===== src/common/fcsd_map.vh =====
// constants for the parallel flash command sequencer (host side)
// How it works
// - Each operation except read starts with its fixed address/data write sequence.
// - Apart from buffer load words, only whole table sequences are issued, in table order.
// - Reset is one write of F0 to any address, back to array read.
// - Protection verify is 555/AA, 2AA/55, 555/90, then a read at sector plus 02.
// - Secure verify uses the same three writes, then a read at offset 03.
// - Secured region entry is 555/AA, 2AA/55, 555/88; a flag records it.
// - Secured region exit is 555/AA, 2AA/55, 555/90, then 00 at a don't-care address.
// - The count word is words minus one; that many plus one loads follow.
`ifndef FCSD_MAP_VH
`define FCSD_MAP_VH

// timing
`define FCSD_CLK_PERIOD_NS 8
`define FCSD_T_CP_NS 35
`define FCSD_T_CPH_NS 30
`define FCSD_WP_CYC ((`FCSD_T_CP_NS + `FCSD_CLK_PERIOD_NS - 1) / `FCSD_CLK_PERIOD_NS)
`define FCSD_WPH_CYC ((`FCSD_T_CPH_NS + `FCSD_CLK_PERIOD_NS - 1) / `FCSD_CLK_PERIOD_NS)

// unlock addresses
`define FCSD_ADDR_UNLOCK1 11'h555
`define FCSD_ADDR_UNLOCK2 11'h2AA

// command bytes
`define FCSD_D_UNLOCK1 8'hAA
`define FCSD_D_UNLOCK2 8'h55
`define FCSD_D_AUTOSEL 8'h90
`define FCSD_D_RESET 8'hF0
`define FCSD_D_PROGRAM 8'hA0
`define FCSD_D_WBUF 8'h25
`define FCSD_D_CONFIRM 8'h29
`define FCSD_D_UB_ENTER 8'h20
`define FCSD_D_ERASE_SETUP 8'h80
`define FCSD_D_SECTOR_ERASE 8'h30
`define FCSD_D_CHIP_ERASE 8'h10
`define FCSD_D_EXIT 8'h00
`define FCSD_D_SUSPEND 8'hB0
`define FCSD_D_RESUME 8'h30
`define FCSD_D_SECSI 8'h88

// user operation codes
`define FCSD_OP_READ 5'h00
`define FCSD_OP_RESET 5'h01
`define FCSD_OP_AUTOSEL 5'h02
`define FCSD_OP_PROGRAM 5'h03
`define FCSD_OP_WBUF 5'h04
`define FCSD_OP_CONFIRM 5'h05
`define FCSD_OP_ABORT 5'h06
`define FCSD_OP_UB_ENTER 5'h07
`define FCSD_OP_UB_PROG 5'h08
`define FCSD_OP_UB_SERASE 5'h09
`define FCSD_OP_UB_CERASE 5'h0A
`define FCSD_OP_UB_RESET 5'h0B
`define FCSD_OP_CHIP_ERASE 5'h0C
`define FCSD_OP_SECTOR_ERASE 5'h0D
`define FCSD_OP_SUSPEND 5'h0E
`define FCSD_OP_RESUME 5'h0F
`define FCSD_OP_SECSI_ENTER 5'h10
`define FCSD_OP_SECSI_EXIT 5'h11

// step word fields: {last, read, asel[1:0], dsel[1:0], byte[7:0]}
`define FCSD_ST_LAST 13
`define FCSD_ST_RD 12
`define FCSD_ST_ASEL_HI 11
`define FCSD_ST_ASEL_LO 10
`define FCSD_ST_DSEL_HI 9
`define FCSD_ST_DSEL_LO 8
`define FCSD_ST_BYTE_HI 7
`define FCSD_ST_BYTE_LO 0

// address select
`define FCSD_AS_U1 2'h0
`define FCSD_AS_U2 2'h1
`define FCSD_AS_USER 2'h2
`define FCSD_AS_X 2'h3
// data select
`define FCSD_DS_BYTE 2'h0
`define FCSD_DS_USER 2'h1
`define FCSD_DS_COUNT 2'h2

`endif


===== src/hw/fcsd_bus_cycle.v =====
// one asynchronous flash bus cycle, write or read, with pin timing
`timescale 1ns/1ps
`include "fcsd_map.vh"
module fcsd_bus_cycle #(
  parameter AW = 24,
  parameter DW = 16,
  parameter T_ACC_NS = 100
) (
  // clock and reset
  input wire clk,
  input wire rstn,
  // cycle request
  input wire start,
  input wire is_read,
  input wire [AW-1:0] addr,
  input wire [DW-1:0] wdata,
  output reg done_ff,
  output reg [DW-1:0] rdata_ff,
  // flash pins
  output reg [AW-1:0] flash_addr_ff,
  output reg [DW-1:0] flash_dq_o_ff,
  output reg flash_dq_oe_ff,
  input wire [DW-1:0] flash_dq_i,
  output reg flash_ce_n_ff,
  output reg flash_oe_n_ff,
  output reg flash_we_n_ff
);
  localparam integer RD_CYC = (T_ACC_NS + `FCSD_CLK_PERIOD_NS - 1) / `FCSD_CLK_PERIOD_NS;
  localparam integer RD_M1 = RD_CYC - 1;
  localparam integer WP_M1 = `FCSD_WP_CYC - 1;
  localparam integer WPH_M1 = `FCSD_WPH_CYC - 1;
  localparam [4:0] RD_CNT = RD_M1[4:0];
  localparam [4:0] WP_CNT = WP_M1[4:0];
  localparam [4:0] WPH_CNT = WPH_M1[4:0];
  localparam [4:0] S_IDLE = 5'h01;
  localparam [4:0] S_SETUP = 5'h02;
  localparam [4:0] S_ACT = 5'h04;
  localparam [4:0] S_HOLD = 5'h08;
  localparam [4:0] S_GAP = 5'h10;

  reg [4:0] st_ff;
  reg [4:0] cnt_ff;
  reg rd_ff;

  always @(posedge clk or negedge rstn) begin
    if (!rstn) begin
      st_ff <= S_IDLE;
      cnt_ff <= 5'h00;
      rd_ff <= 1'b0;
      done_ff <= 1'b0;
      rdata_ff <= {DW{1'b0}};
      flash_addr_ff <= {AW{1'b0}};
      flash_dq_o_ff <= {DW{1'b0}};
      flash_dq_oe_ff <= 1'b0;
      flash_ce_n_ff <= 1'b1;
      flash_oe_n_ff <= 1'b1;
      flash_we_n_ff <= 1'b1;
    end else begin
      done_ff <= 1'b0;
      case (st_ff)
        S_IDLE: begin
          if (start) begin
            // address, data and chip enable settle a cycle before flash_we_n or flash_oe_n moves
            flash_addr_ff <= addr;
            flash_dq_o_ff <= wdata;
            flash_dq_oe_ff <= ~is_read;
            rd_ff <= is_read;
            flash_ce_n_ff <= 1'b0;
            st_ff <= S_SETUP;
          end
        end
        S_SETUP: begin
          if (rd_ff) begin
            flash_oe_n_ff <= 1'b0;
            cnt_ff <= RD_CNT;
          end else begin
            flash_we_n_ff <= 1'b0;
            cnt_ff <= WP_CNT;
          end
          st_ff <= S_ACT;
        end
        S_ACT: begin
          if (cnt_ff == 5'h00) begin
            if (rd_ff) begin
              rdata_ff <= flash_dq_i;
              flash_oe_n_ff <= 1'b1;
            end else begin
              flash_we_n_ff <= 1'b1;
            end
            st_ff <= S_HOLD;
          end else begin
            cnt_ff <= cnt_ff - 5'h01;
          end
        end
        S_HOLD: begin
          // data kept one cycle past the strobe rise
          flash_ce_n_ff <= 1'b1;
          flash_dq_oe_ff <= 1'b0;
          cnt_ff <= WPH_CNT;
          st_ff <= S_GAP;
        end
        S_GAP: begin
          if (cnt_ff == 5'h00) begin
            done_ff <= 1'b1;
            st_ff <= S_IDLE;
          end else begin
            cnt_ff <= cnt_ff - 5'h01;
          end
        end
        default: begin
          st_ff <= S_IDLE;
        end
      endcase
    end
  end
endmodule


===== src/hw/fcsd_host.v =====
// host-side command sequencer driving a parallel nor flash in x16 mode
`timescale 1ns/1ps
`include "fcsd_map.vh"
module fcsd_host #(
  parameter AW = 24,
  parameter DW = 16,
  parameter CW = 5,
  parameter T_ACC_NS = 100
) (
  // clock and reset
  input wire clk,
  input wire rstn,
  // operation request
  input wire cmd_valid,
  input wire [4:0] cmd_op,
  input wire [AW-1:0] cmd_addr,
  input wire [DW-1:0] cmd_data,
  input wire [CW-1:0] cmd_count,
  output reg cmd_ready_ff,
  output reg cmd_err_ff,
  // read answer
  output reg rd_valid_ff,
  output reg [DW-1:0] rd_data_ff,
  // buffer load words
  input wire load_valid,
  input wire [AW-1:0] load_addr,
  input wire [DW-1:0] load_data,
  output reg load_ready_ff,
  // mode status
  input wire erase_done,
  output reg bypass_ff,
  output reg erase_ff,
  output reg susp_ff,
  output reg secsi_ff,
  output reg autosel_ff,
  // flash pins
  output wire [AW-1:0] flash_addr,
  output wire [DW-1:0] flash_dq_o,
  output wire flash_dq_oe,
  input wire [DW-1:0] flash_dq_i,
  output wire flash_ce_n,
  output wire flash_oe_n,
  output wire flash_we_n
);
  localparam [4:0] S_IDLE = 5'h01;
  localparam [4:0] S_ISSUE = 5'h02;
  localparam [4:0] S_WAIT = 5'h04;
  localparam [4:0] S_LOAD = 5'h08;
  localparam [4:0] S_LWAIT = 5'h10;

  reg [4:0] st_ff;
  reg [4:0] op_ff;
  reg [AW-1:0] addr_ff;
  reg [DW-1:0] data_ff;
  reg [CW-1:0] count_ff;
  reg [CW-1:0] left_ff;
  reg [2:0] idx_ff;
  reg start_ff;
  reg cyc_rd_ff;
  reg [AW-1:0] cyc_addr_ff;
  reg [DW-1:0] cyc_data_ff;
  wire cyc_done;
  wire [DW-1:0] cyc_rdata;

  function [13:0] mk;
    input l;
    input r;
    input [1:0] a;
    input [1:0] d;
    input [7:0] b;
    begin
      mk = {l, r, a, d, b};
    end
  endfunction

  // step table: every sequence the host issues
  function [13:0] step;
    input [4:0] op;
    input [2:0] idx;
    reg [13:0] u1;
    reg [13:0] u2;
    begin
      u1 = mk(1'b0, 1'b0, `FCSD_AS_U1, `FCSD_DS_BYTE, `FCSD_D_UNLOCK1);
      u2 = mk(1'b0, 1'b0, `FCSD_AS_U2, `FCSD_DS_BYTE, `FCSD_D_UNLOCK2);
      step = mk(1'b1, 1'b1, `FCSD_AS_USER, `FCSD_DS_BYTE, 8'h00);
      case (op)
        `FCSD_OP_RESET: step = mk(1'b1, 1'b0, `FCSD_AS_X, `FCSD_DS_BYTE, `FCSD_D_RESET);
        `FCSD_OP_CONFIRM:
          step = mk(1'b1, 1'b0, `FCSD_AS_USER, `FCSD_DS_BYTE, `FCSD_D_CONFIRM);
        `FCSD_OP_SUSPEND:
          step = mk(1'b1, 1'b0, `FCSD_AS_X, `FCSD_DS_BYTE, `FCSD_D_SUSPEND);
        `FCSD_OP_RESUME: step = mk(1'b1, 1'b0, `FCSD_AS_X, `FCSD_DS_BYTE, `FCSD_D_RESUME);
        `FCSD_OP_UB_PROG: step = (idx == 3'h0) ?
          mk(1'b0, 1'b0, `FCSD_AS_X, `FCSD_DS_BYTE, `FCSD_D_PROGRAM) :
          mk(1'b1, 1'b0, `FCSD_AS_USER, `FCSD_DS_USER, 8'h00);
        `FCSD_OP_UB_SERASE: step = (idx == 3'h0) ?
          mk(1'b0, 1'b0, `FCSD_AS_X, `FCSD_DS_BYTE, `FCSD_D_ERASE_SETUP) :
          mk(1'b1, 1'b0, `FCSD_AS_USER, `FCSD_DS_BYTE, `FCSD_D_SECTOR_ERASE);
        `FCSD_OP_UB_CERASE: step = (idx == 3'h0) ?
          mk(1'b0, 1'b0, `FCSD_AS_X, `FCSD_DS_BYTE, `FCSD_D_ERASE_SETUP) :
          mk(1'b1, 1'b0, `FCSD_AS_X, `FCSD_DS_BYTE, `FCSD_D_CHIP_ERASE);
        `FCSD_OP_UB_RESET: step = (idx == 3'h0) ?
          mk(1'b0, 1'b0, `FCSD_AS_X, `FCSD_DS_BYTE, `FCSD_D_AUTOSEL) :
          mk(1'b1, 1'b0, `FCSD_AS_X, `FCSD_DS_BYTE, `FCSD_D_EXIT);
        `FCSD_OP_READ: step = mk(1'b1, 1'b1, `FCSD_AS_USER, `FCSD_DS_BYTE, 8'h00);
        default: begin
          // all remaining operations open with the two unlock writes
          case (idx)
            3'h0: step = u1;
            3'h1: step = u2;
            3'h2: begin
              case (op)
                `FCSD_OP_AUTOSEL: step = mk(1'b0, 1'b0, `FCSD_AS_U1, `FCSD_DS_BYTE,
                  `FCSD_D_AUTOSEL);
                `FCSD_OP_SECSI_EXIT: step = mk(1'b0, 1'b0, `FCSD_AS_U1, `FCSD_DS_BYTE,
                  `FCSD_D_AUTOSEL);
                `FCSD_OP_PROGRAM: step = mk(1'b0, 1'b0, `FCSD_AS_U1, `FCSD_DS_BYTE,
                  `FCSD_D_PROGRAM);
                `FCSD_OP_WBUF: step = mk(1'b0, 1'b0, `FCSD_AS_USER, `FCSD_DS_BYTE,
                  `FCSD_D_WBUF);
                `FCSD_OP_ABORT: step = mk(1'b1, 1'b0, `FCSD_AS_U1, `FCSD_DS_BYTE,
                  `FCSD_D_RESET);
                `FCSD_OP_UB_ENTER: step = mk(1'b1, 1'b0, `FCSD_AS_U1, `FCSD_DS_BYTE,
                  `FCSD_D_UB_ENTER);
                `FCSD_OP_SECSI_ENTER: step = mk(1'b1, 1'b0, `FCSD_AS_U1, `FCSD_DS_BYTE,
                  `FCSD_D_SECSI);
                default: step = mk(1'b0, 1'b0, `FCSD_AS_U1, `FCSD_DS_BYTE,
                  `FCSD_D_ERASE_SETUP);
              endcase
            end
            3'h3: begin
              case (op)
                `FCSD_OP_AUTOSEL:
                  step = mk(1'b1, 1'b1, `FCSD_AS_USER, `FCSD_DS_BYTE, 8'h00);
                `FCSD_OP_SECSI_EXIT:
                  step = mk(1'b1, 1'b0, `FCSD_AS_X, `FCSD_DS_BYTE, `FCSD_D_EXIT);
                `FCSD_OP_PROGRAM:
                  step = mk(1'b1, 1'b0, `FCSD_AS_USER, `FCSD_DS_USER, 8'h00);
                `FCSD_OP_WBUF:
                  step = mk(1'b1, 1'b0, `FCSD_AS_USER, `FCSD_DS_COUNT, 8'h00);
                default: step = u1;
              endcase
            end
            3'h4: step = u2;
            default: begin
              if (op == `FCSD_OP_CHIP_ERASE)
                step = mk(1'b1, 1'b0, `FCSD_AS_U1, `FCSD_DS_BYTE, `FCSD_D_CHIP_ERASE);
              else
                step = mk(1'b1, 1'b0, `FCSD_AS_USER, `FCSD_DS_BYTE,
                  `FCSD_D_SECTOR_ERASE);
            end
          endcase
        end
      endcase
    end
  endfunction

  wire [13:0] cur = step(op_ff, idx_ff);
  wire [1:0] asel = cur[`FCSD_ST_ASEL_HI:`FCSD_ST_ASEL_LO];
  wire [1:0] dsel = cur[`FCSD_ST_DSEL_HI:`FCSD_ST_DSEL_LO];
  reg [AW-1:0] step_addr;
  reg [DW-1:0] step_data;

  always @* begin
    case (asel)
      `FCSD_AS_U1: step_addr = {{(AW-11){1'b0}}, `FCSD_ADDR_UNLOCK1};
      `FCSD_AS_U2: step_addr = {{(AW-11){1'b0}}, `FCSD_ADDR_UNLOCK2};
      `FCSD_AS_USER: step_addr = addr_ff;
      default: step_addr = {AW{1'b0}};
    endcase
    case (dsel)
      `FCSD_DS_USER: step_data = data_ff;
      `FCSD_DS_COUNT: step_data = {{(DW-CW){1'b0}}, count_ff};
      default: step_data = {{(DW-8){1'b0}}, cur[`FCSD_ST_BYTE_HI:`FCSD_ST_BYTE_LO]};
    endcase
  end

  // ops the flash would refuse in this mode
  reg refuse;
  always @* begin
    case (cmd_op)
      `FCSD_OP_UB_PROG, `FCSD_OP_UB_SERASE, `FCSD_OP_UB_CERASE, `FCSD_OP_UB_RESET:
        refuse = ~bypass_ff;
      `FCSD_OP_SUSPEND: refuse = ~erase_ff | susp_ff;
      `FCSD_OP_RESUME: refuse = ~susp_ff;
      default: refuse = (cmd_op > `FCSD_OP_SECSI_EXIT);
    endcase
  end

  always @(posedge clk or negedge rstn) begin
    if (!rstn) begin
      st_ff <= S_IDLE;
      op_ff <= `FCSD_OP_READ;
      addr_ff <= {AW{1'b0}};
      data_ff <= {DW{1'b0}};
      count_ff <= {CW{1'b0}};
      left_ff <= {CW{1'b0}};
      idx_ff <= 3'h0;
      start_ff <= 1'b0;
      cyc_rd_ff <= 1'b0;
      cyc_addr_ff <= {AW{1'b0}};
      cyc_data_ff <= {DW{1'b0}};
      cmd_ready_ff <= 1'b0;
      cmd_err_ff <= 1'b0;
      rd_valid_ff <= 1'b0;
      rd_data_ff <= {DW{1'b0}};
      load_ready_ff <= 1'b0;
      bypass_ff <= 1'b0;
      erase_ff <= 1'b0;
      susp_ff <= 1'b0;
      secsi_ff <= 1'b0;
      autosel_ff <= 1'b0;
    end else begin
      start_ff <= 1'b0;
      cmd_err_ff <= 1'b0;
      rd_valid_ff <= 1'b0;
      // an erase finishing never clears a flag set in the same cycle below
      if (erase_done) begin
        erase_ff <= 1'b0;
        susp_ff <= 1'b0;
      end
      case (st_ff)
        S_IDLE: begin
          cmd_ready_ff <= 1'b1;
          if (cmd_valid && cmd_ready_ff) begin
            if (refuse) begin
              cmd_err_ff <= 1'b1;
            end else begin
              op_ff <= cmd_op;
              addr_ff <= cmd_addr;
              data_ff <= cmd_data;
              count_ff <= cmd_count;
              idx_ff <= 3'h0;
              cmd_ready_ff <= 1'b0;
              st_ff <= S_ISSUE;
            end
          end
        end
        S_ISSUE: begin
          cyc_rd_ff <= cur[`FCSD_ST_RD];
          cyc_addr_ff <= step_addr;
          cyc_data_ff <= step_data;
          start_ff <= 1'b1;
          st_ff <= S_WAIT;
        end
        S_WAIT: begin
          if (cyc_done) begin
            if (cur[`FCSD_ST_RD]) begin
              rd_data_ff <= cyc_rdata;
              rd_valid_ff <= 1'b1;
            end
            if (cur[`FCSD_ST_LAST]) begin
              case (op_ff)
                `FCSD_OP_RESET: autosel_ff <= 1'b0;
                `FCSD_OP_AUTOSEL: autosel_ff <= 1'b1;
                `FCSD_OP_UB_ENTER: bypass_ff <= 1'b1;
                `FCSD_OP_UB_RESET: bypass_ff <= 1'b0;
                `FCSD_OP_SECTOR_ERASE, `FCSD_OP_UB_SERASE: erase_ff <= 1'b1;
                `FCSD_OP_SUSPEND: susp_ff <= 1'b1;
                `FCSD_OP_RESUME: susp_ff <= 1'b0;
                `FCSD_OP_SECSI_ENTER: secsi_ff <= 1'b1;
                `FCSD_OP_SECSI_EXIT: secsi_ff <= 1'b0;
                default: begin
                end
              endcase
              if (op_ff == `FCSD_OP_WBUF) begin
                left_ff <= count_ff;
                load_ready_ff <= 1'b1;
                st_ff <= S_LOAD;
              end else begin
                cmd_ready_ff <= 1'b1;
                st_ff <= S_IDLE;
              end
            end else begin
              idx_ff <= idx_ff + 3'h1;
              st_ff <= S_ISSUE;
            end
          end
        end
        S_LOAD: begin
          if (load_valid && load_ready_ff) begin
            load_ready_ff <= 1'b0;
            cyc_rd_ff <= 1'b0;
            cyc_addr_ff <= load_addr;
            cyc_data_ff <= load_data;
            start_ff <= 1'b1;
            st_ff <= S_LWAIT;
          end
        end
        S_LWAIT: begin
          if (cyc_done) begin
            if (left_ff == {CW{1'b0}}) begin
              cmd_ready_ff <= 1'b1;
              st_ff <= S_IDLE;
            end else begin
              left_ff <= left_ff - {{(CW-1){1'b0}}, 1'b1};
              load_ready_ff <= 1'b1;
              st_ff <= S_LOAD;
            end
          end
        end
        default: begin
          st_ff <= S_IDLE;
        end
      endcase
    end
  end

  fcsd_bus_cycle #(
    .AW(AW),
    .DW(DW),
    .T_ACC_NS(T_ACC_NS)
  ) u_cycle (
    .clk(clk),
    .rstn(rstn),
    .start(start_ff),
    .is_read(cyc_rd_ff),
    .addr(cyc_addr_ff),
    .wdata(cyc_data_ff),
    .done_ff(cyc_done),
    .rdata_ff(cyc_rdata),
    .flash_addr_ff(flash_addr),
    .flash_dq_o_ff(flash_dq_o),
    .flash_dq_oe_ff(flash_dq_oe),
    .flash_dq_i(flash_dq_i),
    .flash_ce_n_ff(flash_ce_n),
    .flash_oe_n_ff(flash_oe_n),
    .flash_we_n_ff(flash_we_n)
  );
endmodule


===== config.mk =====
export PLATFORM = sky130hd
export DESIGN_NAME = fcsd_host
export DESIGN_NICKNAME = d
export VERILOG_FILES = /design/src/hw/fcsd_bus_cycle.v /design/src/hw/fcsd_host.v
export VERILOG_INCLUDE_DIRS = /design/src /design/src/common
export SDC_FILE = /design/constraint.sdc
export NUM_CORES = 1
export LEC_CHECK = 0
export BUFFER_PORTS_ARGS = -buffer_cell sky130_fd_sc_hd__clkbuf_2
export CORE_MARGIN = 3
export CORE_UTILIZATION = 50
export DETAILED_ROUTE_END_ITERATION = 8
export HOLD_SLACK_MARGIN = 0.08
export PLACE_DENSITY = 0.76
export SETUP_SLACK_MARGIN = 0.3
export SLEW_MARGIN = 0
export SYNTH_ARGS = -nofsm -noshare
export SYNTH_HDL_FRONTEND = slang
export SYNTH_SLANG_ARGS = --single-unit

===== constraint.sdc =====
create_clock -name clk -period 2.47 [get_ports clk]
set_input_delay 0.1235 -clock clk [delete_from_list [all_inputs] [get_ports clk]]
set_output_delay 0.1235 -clock clk [all_outputs]
set_load 0.03 [all_outputs]

==> flow_summary.yaml <==
floorplanning:
  chipHeight_um: 142
  rows: 49
  io_pins: 180
  die_x_um: 142
  start_util_pct: 51.3
  core_um2: 18100
  die_area_um2: 20300
drt:
  dr_total_vias: 7938
  drt-total-wl_um: 27200
  dr.pass1.iters: 5
  avgRoutedWirePerCell_um: 19.3
  postRouteAntennaNets: 0
  route.detailed.drc: 0
  routed_via_density: 5.62
  drtIter0Drc: 450
logic_synthesis:
  ys_ff_latch: 202
  syn_nets: 933
  yosysSeqAreaShare_pct: 54.4
  async_reset_ff_share_pct: 100
  synth-edff-count: 0
  synth_cell_type_count: 73
  syn-mean-instance-area_um2: 11.5
  synth_area_um2: 9300
  yosysWarnings: 0
  synth_ff_type: "dfrtp_1"
  syn_inst: 811
worst_setup_path:
  rr_endpoint: "idx_ff[1]$_DFFE_PN0P_"
  reg2reg_depth: 10
  cp.arrival_ps: 2730
  critPathCaptureType: "register"
  path_class: "register to register"
  r2r-start: "idx_ff[1]$_DFFE_PN0P_"
  worstPathRequired_ps: 2840
  ff2ff_setup_slack_ps: 120
  cp-start-kind: "register"
  critPathMaxFanout: 5
global_routing:
  use_met3_pct: 4.81
  met1_usage_pct: 33.4
  antenna_found_initial: 1
  first_global_vias: 8227
  grt_pass1_wl_um: 42500
  grt-ovfl-total: 0
  busiest_layer: "met2"
  met2_usage_pct: 44.2
  grt_max_degree: 80
  grt_usage_pct: 25.7
final_layout:
  synthToLayoutAreaGrowth_pct: 45.4
  multi_input_area_um2: 4440
  nets: 1290
  seqCellArea_um2: 5070
  fill_cells: 1187
  drive_gt1_share_pct: 44.5
  fin_cells: 1413
timing:
  slew_headroom_pct: 56.2
  tns_ps: 0
  period_share_pct: 95.3
  max_freq_mhz: 425
  period_needed_ps: 2350
  grt_setup_unrepaired: "true"
  tightest_slew_ps: 657
  final_hold_viol_count: 0
  slew_viol_final: 0
  finalSetupViolCount: 0
  fin_skew_ps: 11.1
power:
  irDropWorstVdd_uv: 664
  p_leak_nw: 6.46
  powerDensity_nw_per_um2: 1050
  finalPower_mw: 14.2
worst_hold_path:
  hold_class: "input port to async pin"
job:
  maxCapViolations: 0
clock_tree:
  htree_num_levels: 1
  cts_buffers: 22
  clk_pin_slew_worst_paths_ps: 60
  clock_path_buffers: 3
  cts.sinks: 202
  cts_root_buf: "clkbuf_16"
  insertion_delay_ps: 490
  cts_tree: "built"
placed_design:
  portBuffers: 179
  place_hpwl_um: 17000
  dp_cells: 1225
  routabilityCongestion: 0.930
status:
  status: "finished, final reports clean"
## flip-flops by register name, indices dropped and copies added, names as in the netlist, 3 cells and up
register / count
left_ff: 5
u_cycle.flash_dq_o_ff: 16
u_cycle.st_ff: 5
cyc_addr_ff: 24
data_ff: 16
u_cycle.rdata_ff: 16
count_ff: 5
addr_ff: 24
u_cycle.flash_addr_ff: 24
cyc_data_ff: 16
u_cycle.cnt_ff: 5
idx_ff: 3
st_ff: 5
op_ff: 5
rd_data_ff: 16
## stage by stage
step | hold WS, ps | utilization (%) | setup WS [ps] | area, um2
after floorplan | -172 | - | 207 | 9400
after global placement | 196 | 59.8 | -13.4 | 10900
after detailed placement | 191 | 59.8 | -96.4 | 10900
after CTS | 264 | 72.4 | 110 | 13100
after global routing | 289 | 74.5 | 13.9 | 13500
final | 227 | 74.5 | 116 | 13500
## cells in the final DEF (no fill, tap or decap), types with 6 or more instances in the layout
cell type,instances
clkbuf_16,24
buf_12,8
o21ai_0,31
clkbuf_8,7
a21oi_2,7
nor2_1,50
buf_6,9
nand3_1,23
nand2b_1,11
a21o_1,17
o21ai_1,12
nor3_1,9
inv_1,16
nor2b_1,7
a21oi_1,32
a22o_1,14
buf_4,71
dfrtp_1,192
o22ai_1,8
dlygate4sd3_1,110
nand2_1,46
ha_4,6
mux2_2,124
clkbuf_2,178
a31oi_1,15
## metal layers
metal,vias to the layer above,wire (um)
met3,63,1600
met2,261,13800
met5,-,7
met4,2,680
met1,3962,11100
li1,3650,-
## Yosys cell counts, types with 5 or more instances
library cell / instances / area [um2]
ha_1: 11 / 138
a31oi_1: 18 / 113
dfrtp_1: 197 / 4930
a22o_1: 14 / 123
nor2_1: 55 / 206
nand3_1: 25 / 125
clkbuf_1: 31 / 116
nor3_1: 13 / 65.1
a21oi_1: 40 / 200
mux2_2: 125 / 1410
a21o_1: 17 / 128
dfstp_2: 5 / 131
mux2i_1: 6 / 60.1
inv_1: 23 / 86.3
a22oi_1: 5 / 37.5
and2_1: 5 / 31.3
nand2b_1: 11 / 68.8
o22ai_1: 8 / 50.1
and3_1: 7 / 43.8
o21ai_0: 48 / 240
nand3b_1: 5 / 37.5
nor2b_1: 8 / 50.1
buf_2: 9 / 45.0
nand2_1: 49 / 184
## how the worst max path moves through the flow
stage                               start                           to  slack [ps]  cells past startpoint
finish              idx_ff[1]$_DFFE_PN0P_        idx_ff[1]$_DFFE_PN0P_         120                     10
detailed placement  idx_ff[0]$_DFFE_PN0P_  cyc_addr_ff[21]$_DFFE_PN0P_        -100                      8
floorplan            op_ff[1]$_DFFE_PN0P_        bypass_ff$_DFFE_PN0P_         210                      6
global placement    idx_ff[0]$_DFFE_PN0P_  cyc_addr_ff[16]$_DFFE_PN0P_         -10                      8
global route        idx_ff[1]$_DFFE_PN0P_   cyc_data_ff[3]$_DFFE_PN0P_          10                     11
CTS                  op_ff[4]$_DFFE_PN0P_        bypass_ff$_DFFE_PN0P_         110                      6
## cell type report
type / count / share of cell area (%)
antenna: 1 / 0.0185
clock buffer: 33 / 4.98
clock inverter: 6 / 0.962
inverter: 23 / 0.694
multi-input combinational: 541 / 32.9
sequential: 202 / 37.5
tap: 229 / 2.12
timing repair buffer: 378 / 20.9
## critical path: stages (launching register included)
cell and delay, ps:
dfrtp_2 430, ha_4 160, ha_4 170, buf_4 120, nor3b_4 40, or2_1 230
or2_4 250, o32ai_4 270, buf_6 180, nand3_4 100, mux2_2 290
## power breakdown
part	internal (mW)	switching (mW)	total, mW
clock	2.29	1.29	3.59
sequential	4.36	0.801	5.16
combinational	2.53	2.88	5.41
total	9.19	4.97	14.2
## timing repair
action	in CTS	in global routing
buffers inserted	22	13
gates cloned	0	3
hold buffers	110	0
endpoints found under the hold margin	188	0
resized for setup	49	60
pin swaps	23	39
setup endpoints to repair	64	132
## cell families after synthesis
group	after synthesis	share of synthesized area [%]
xor gates and xnor gates	3	0.282
and+or+nand+nor	206	11.2
muxes	132	15.9
DFF	202	54.4
AOI/OAI and AO/OA	186	13.4
buffers and inverters	70	3.12
adders and majority gates	12	1.59
Note: power is estimated with default switching activity, not from simulation.
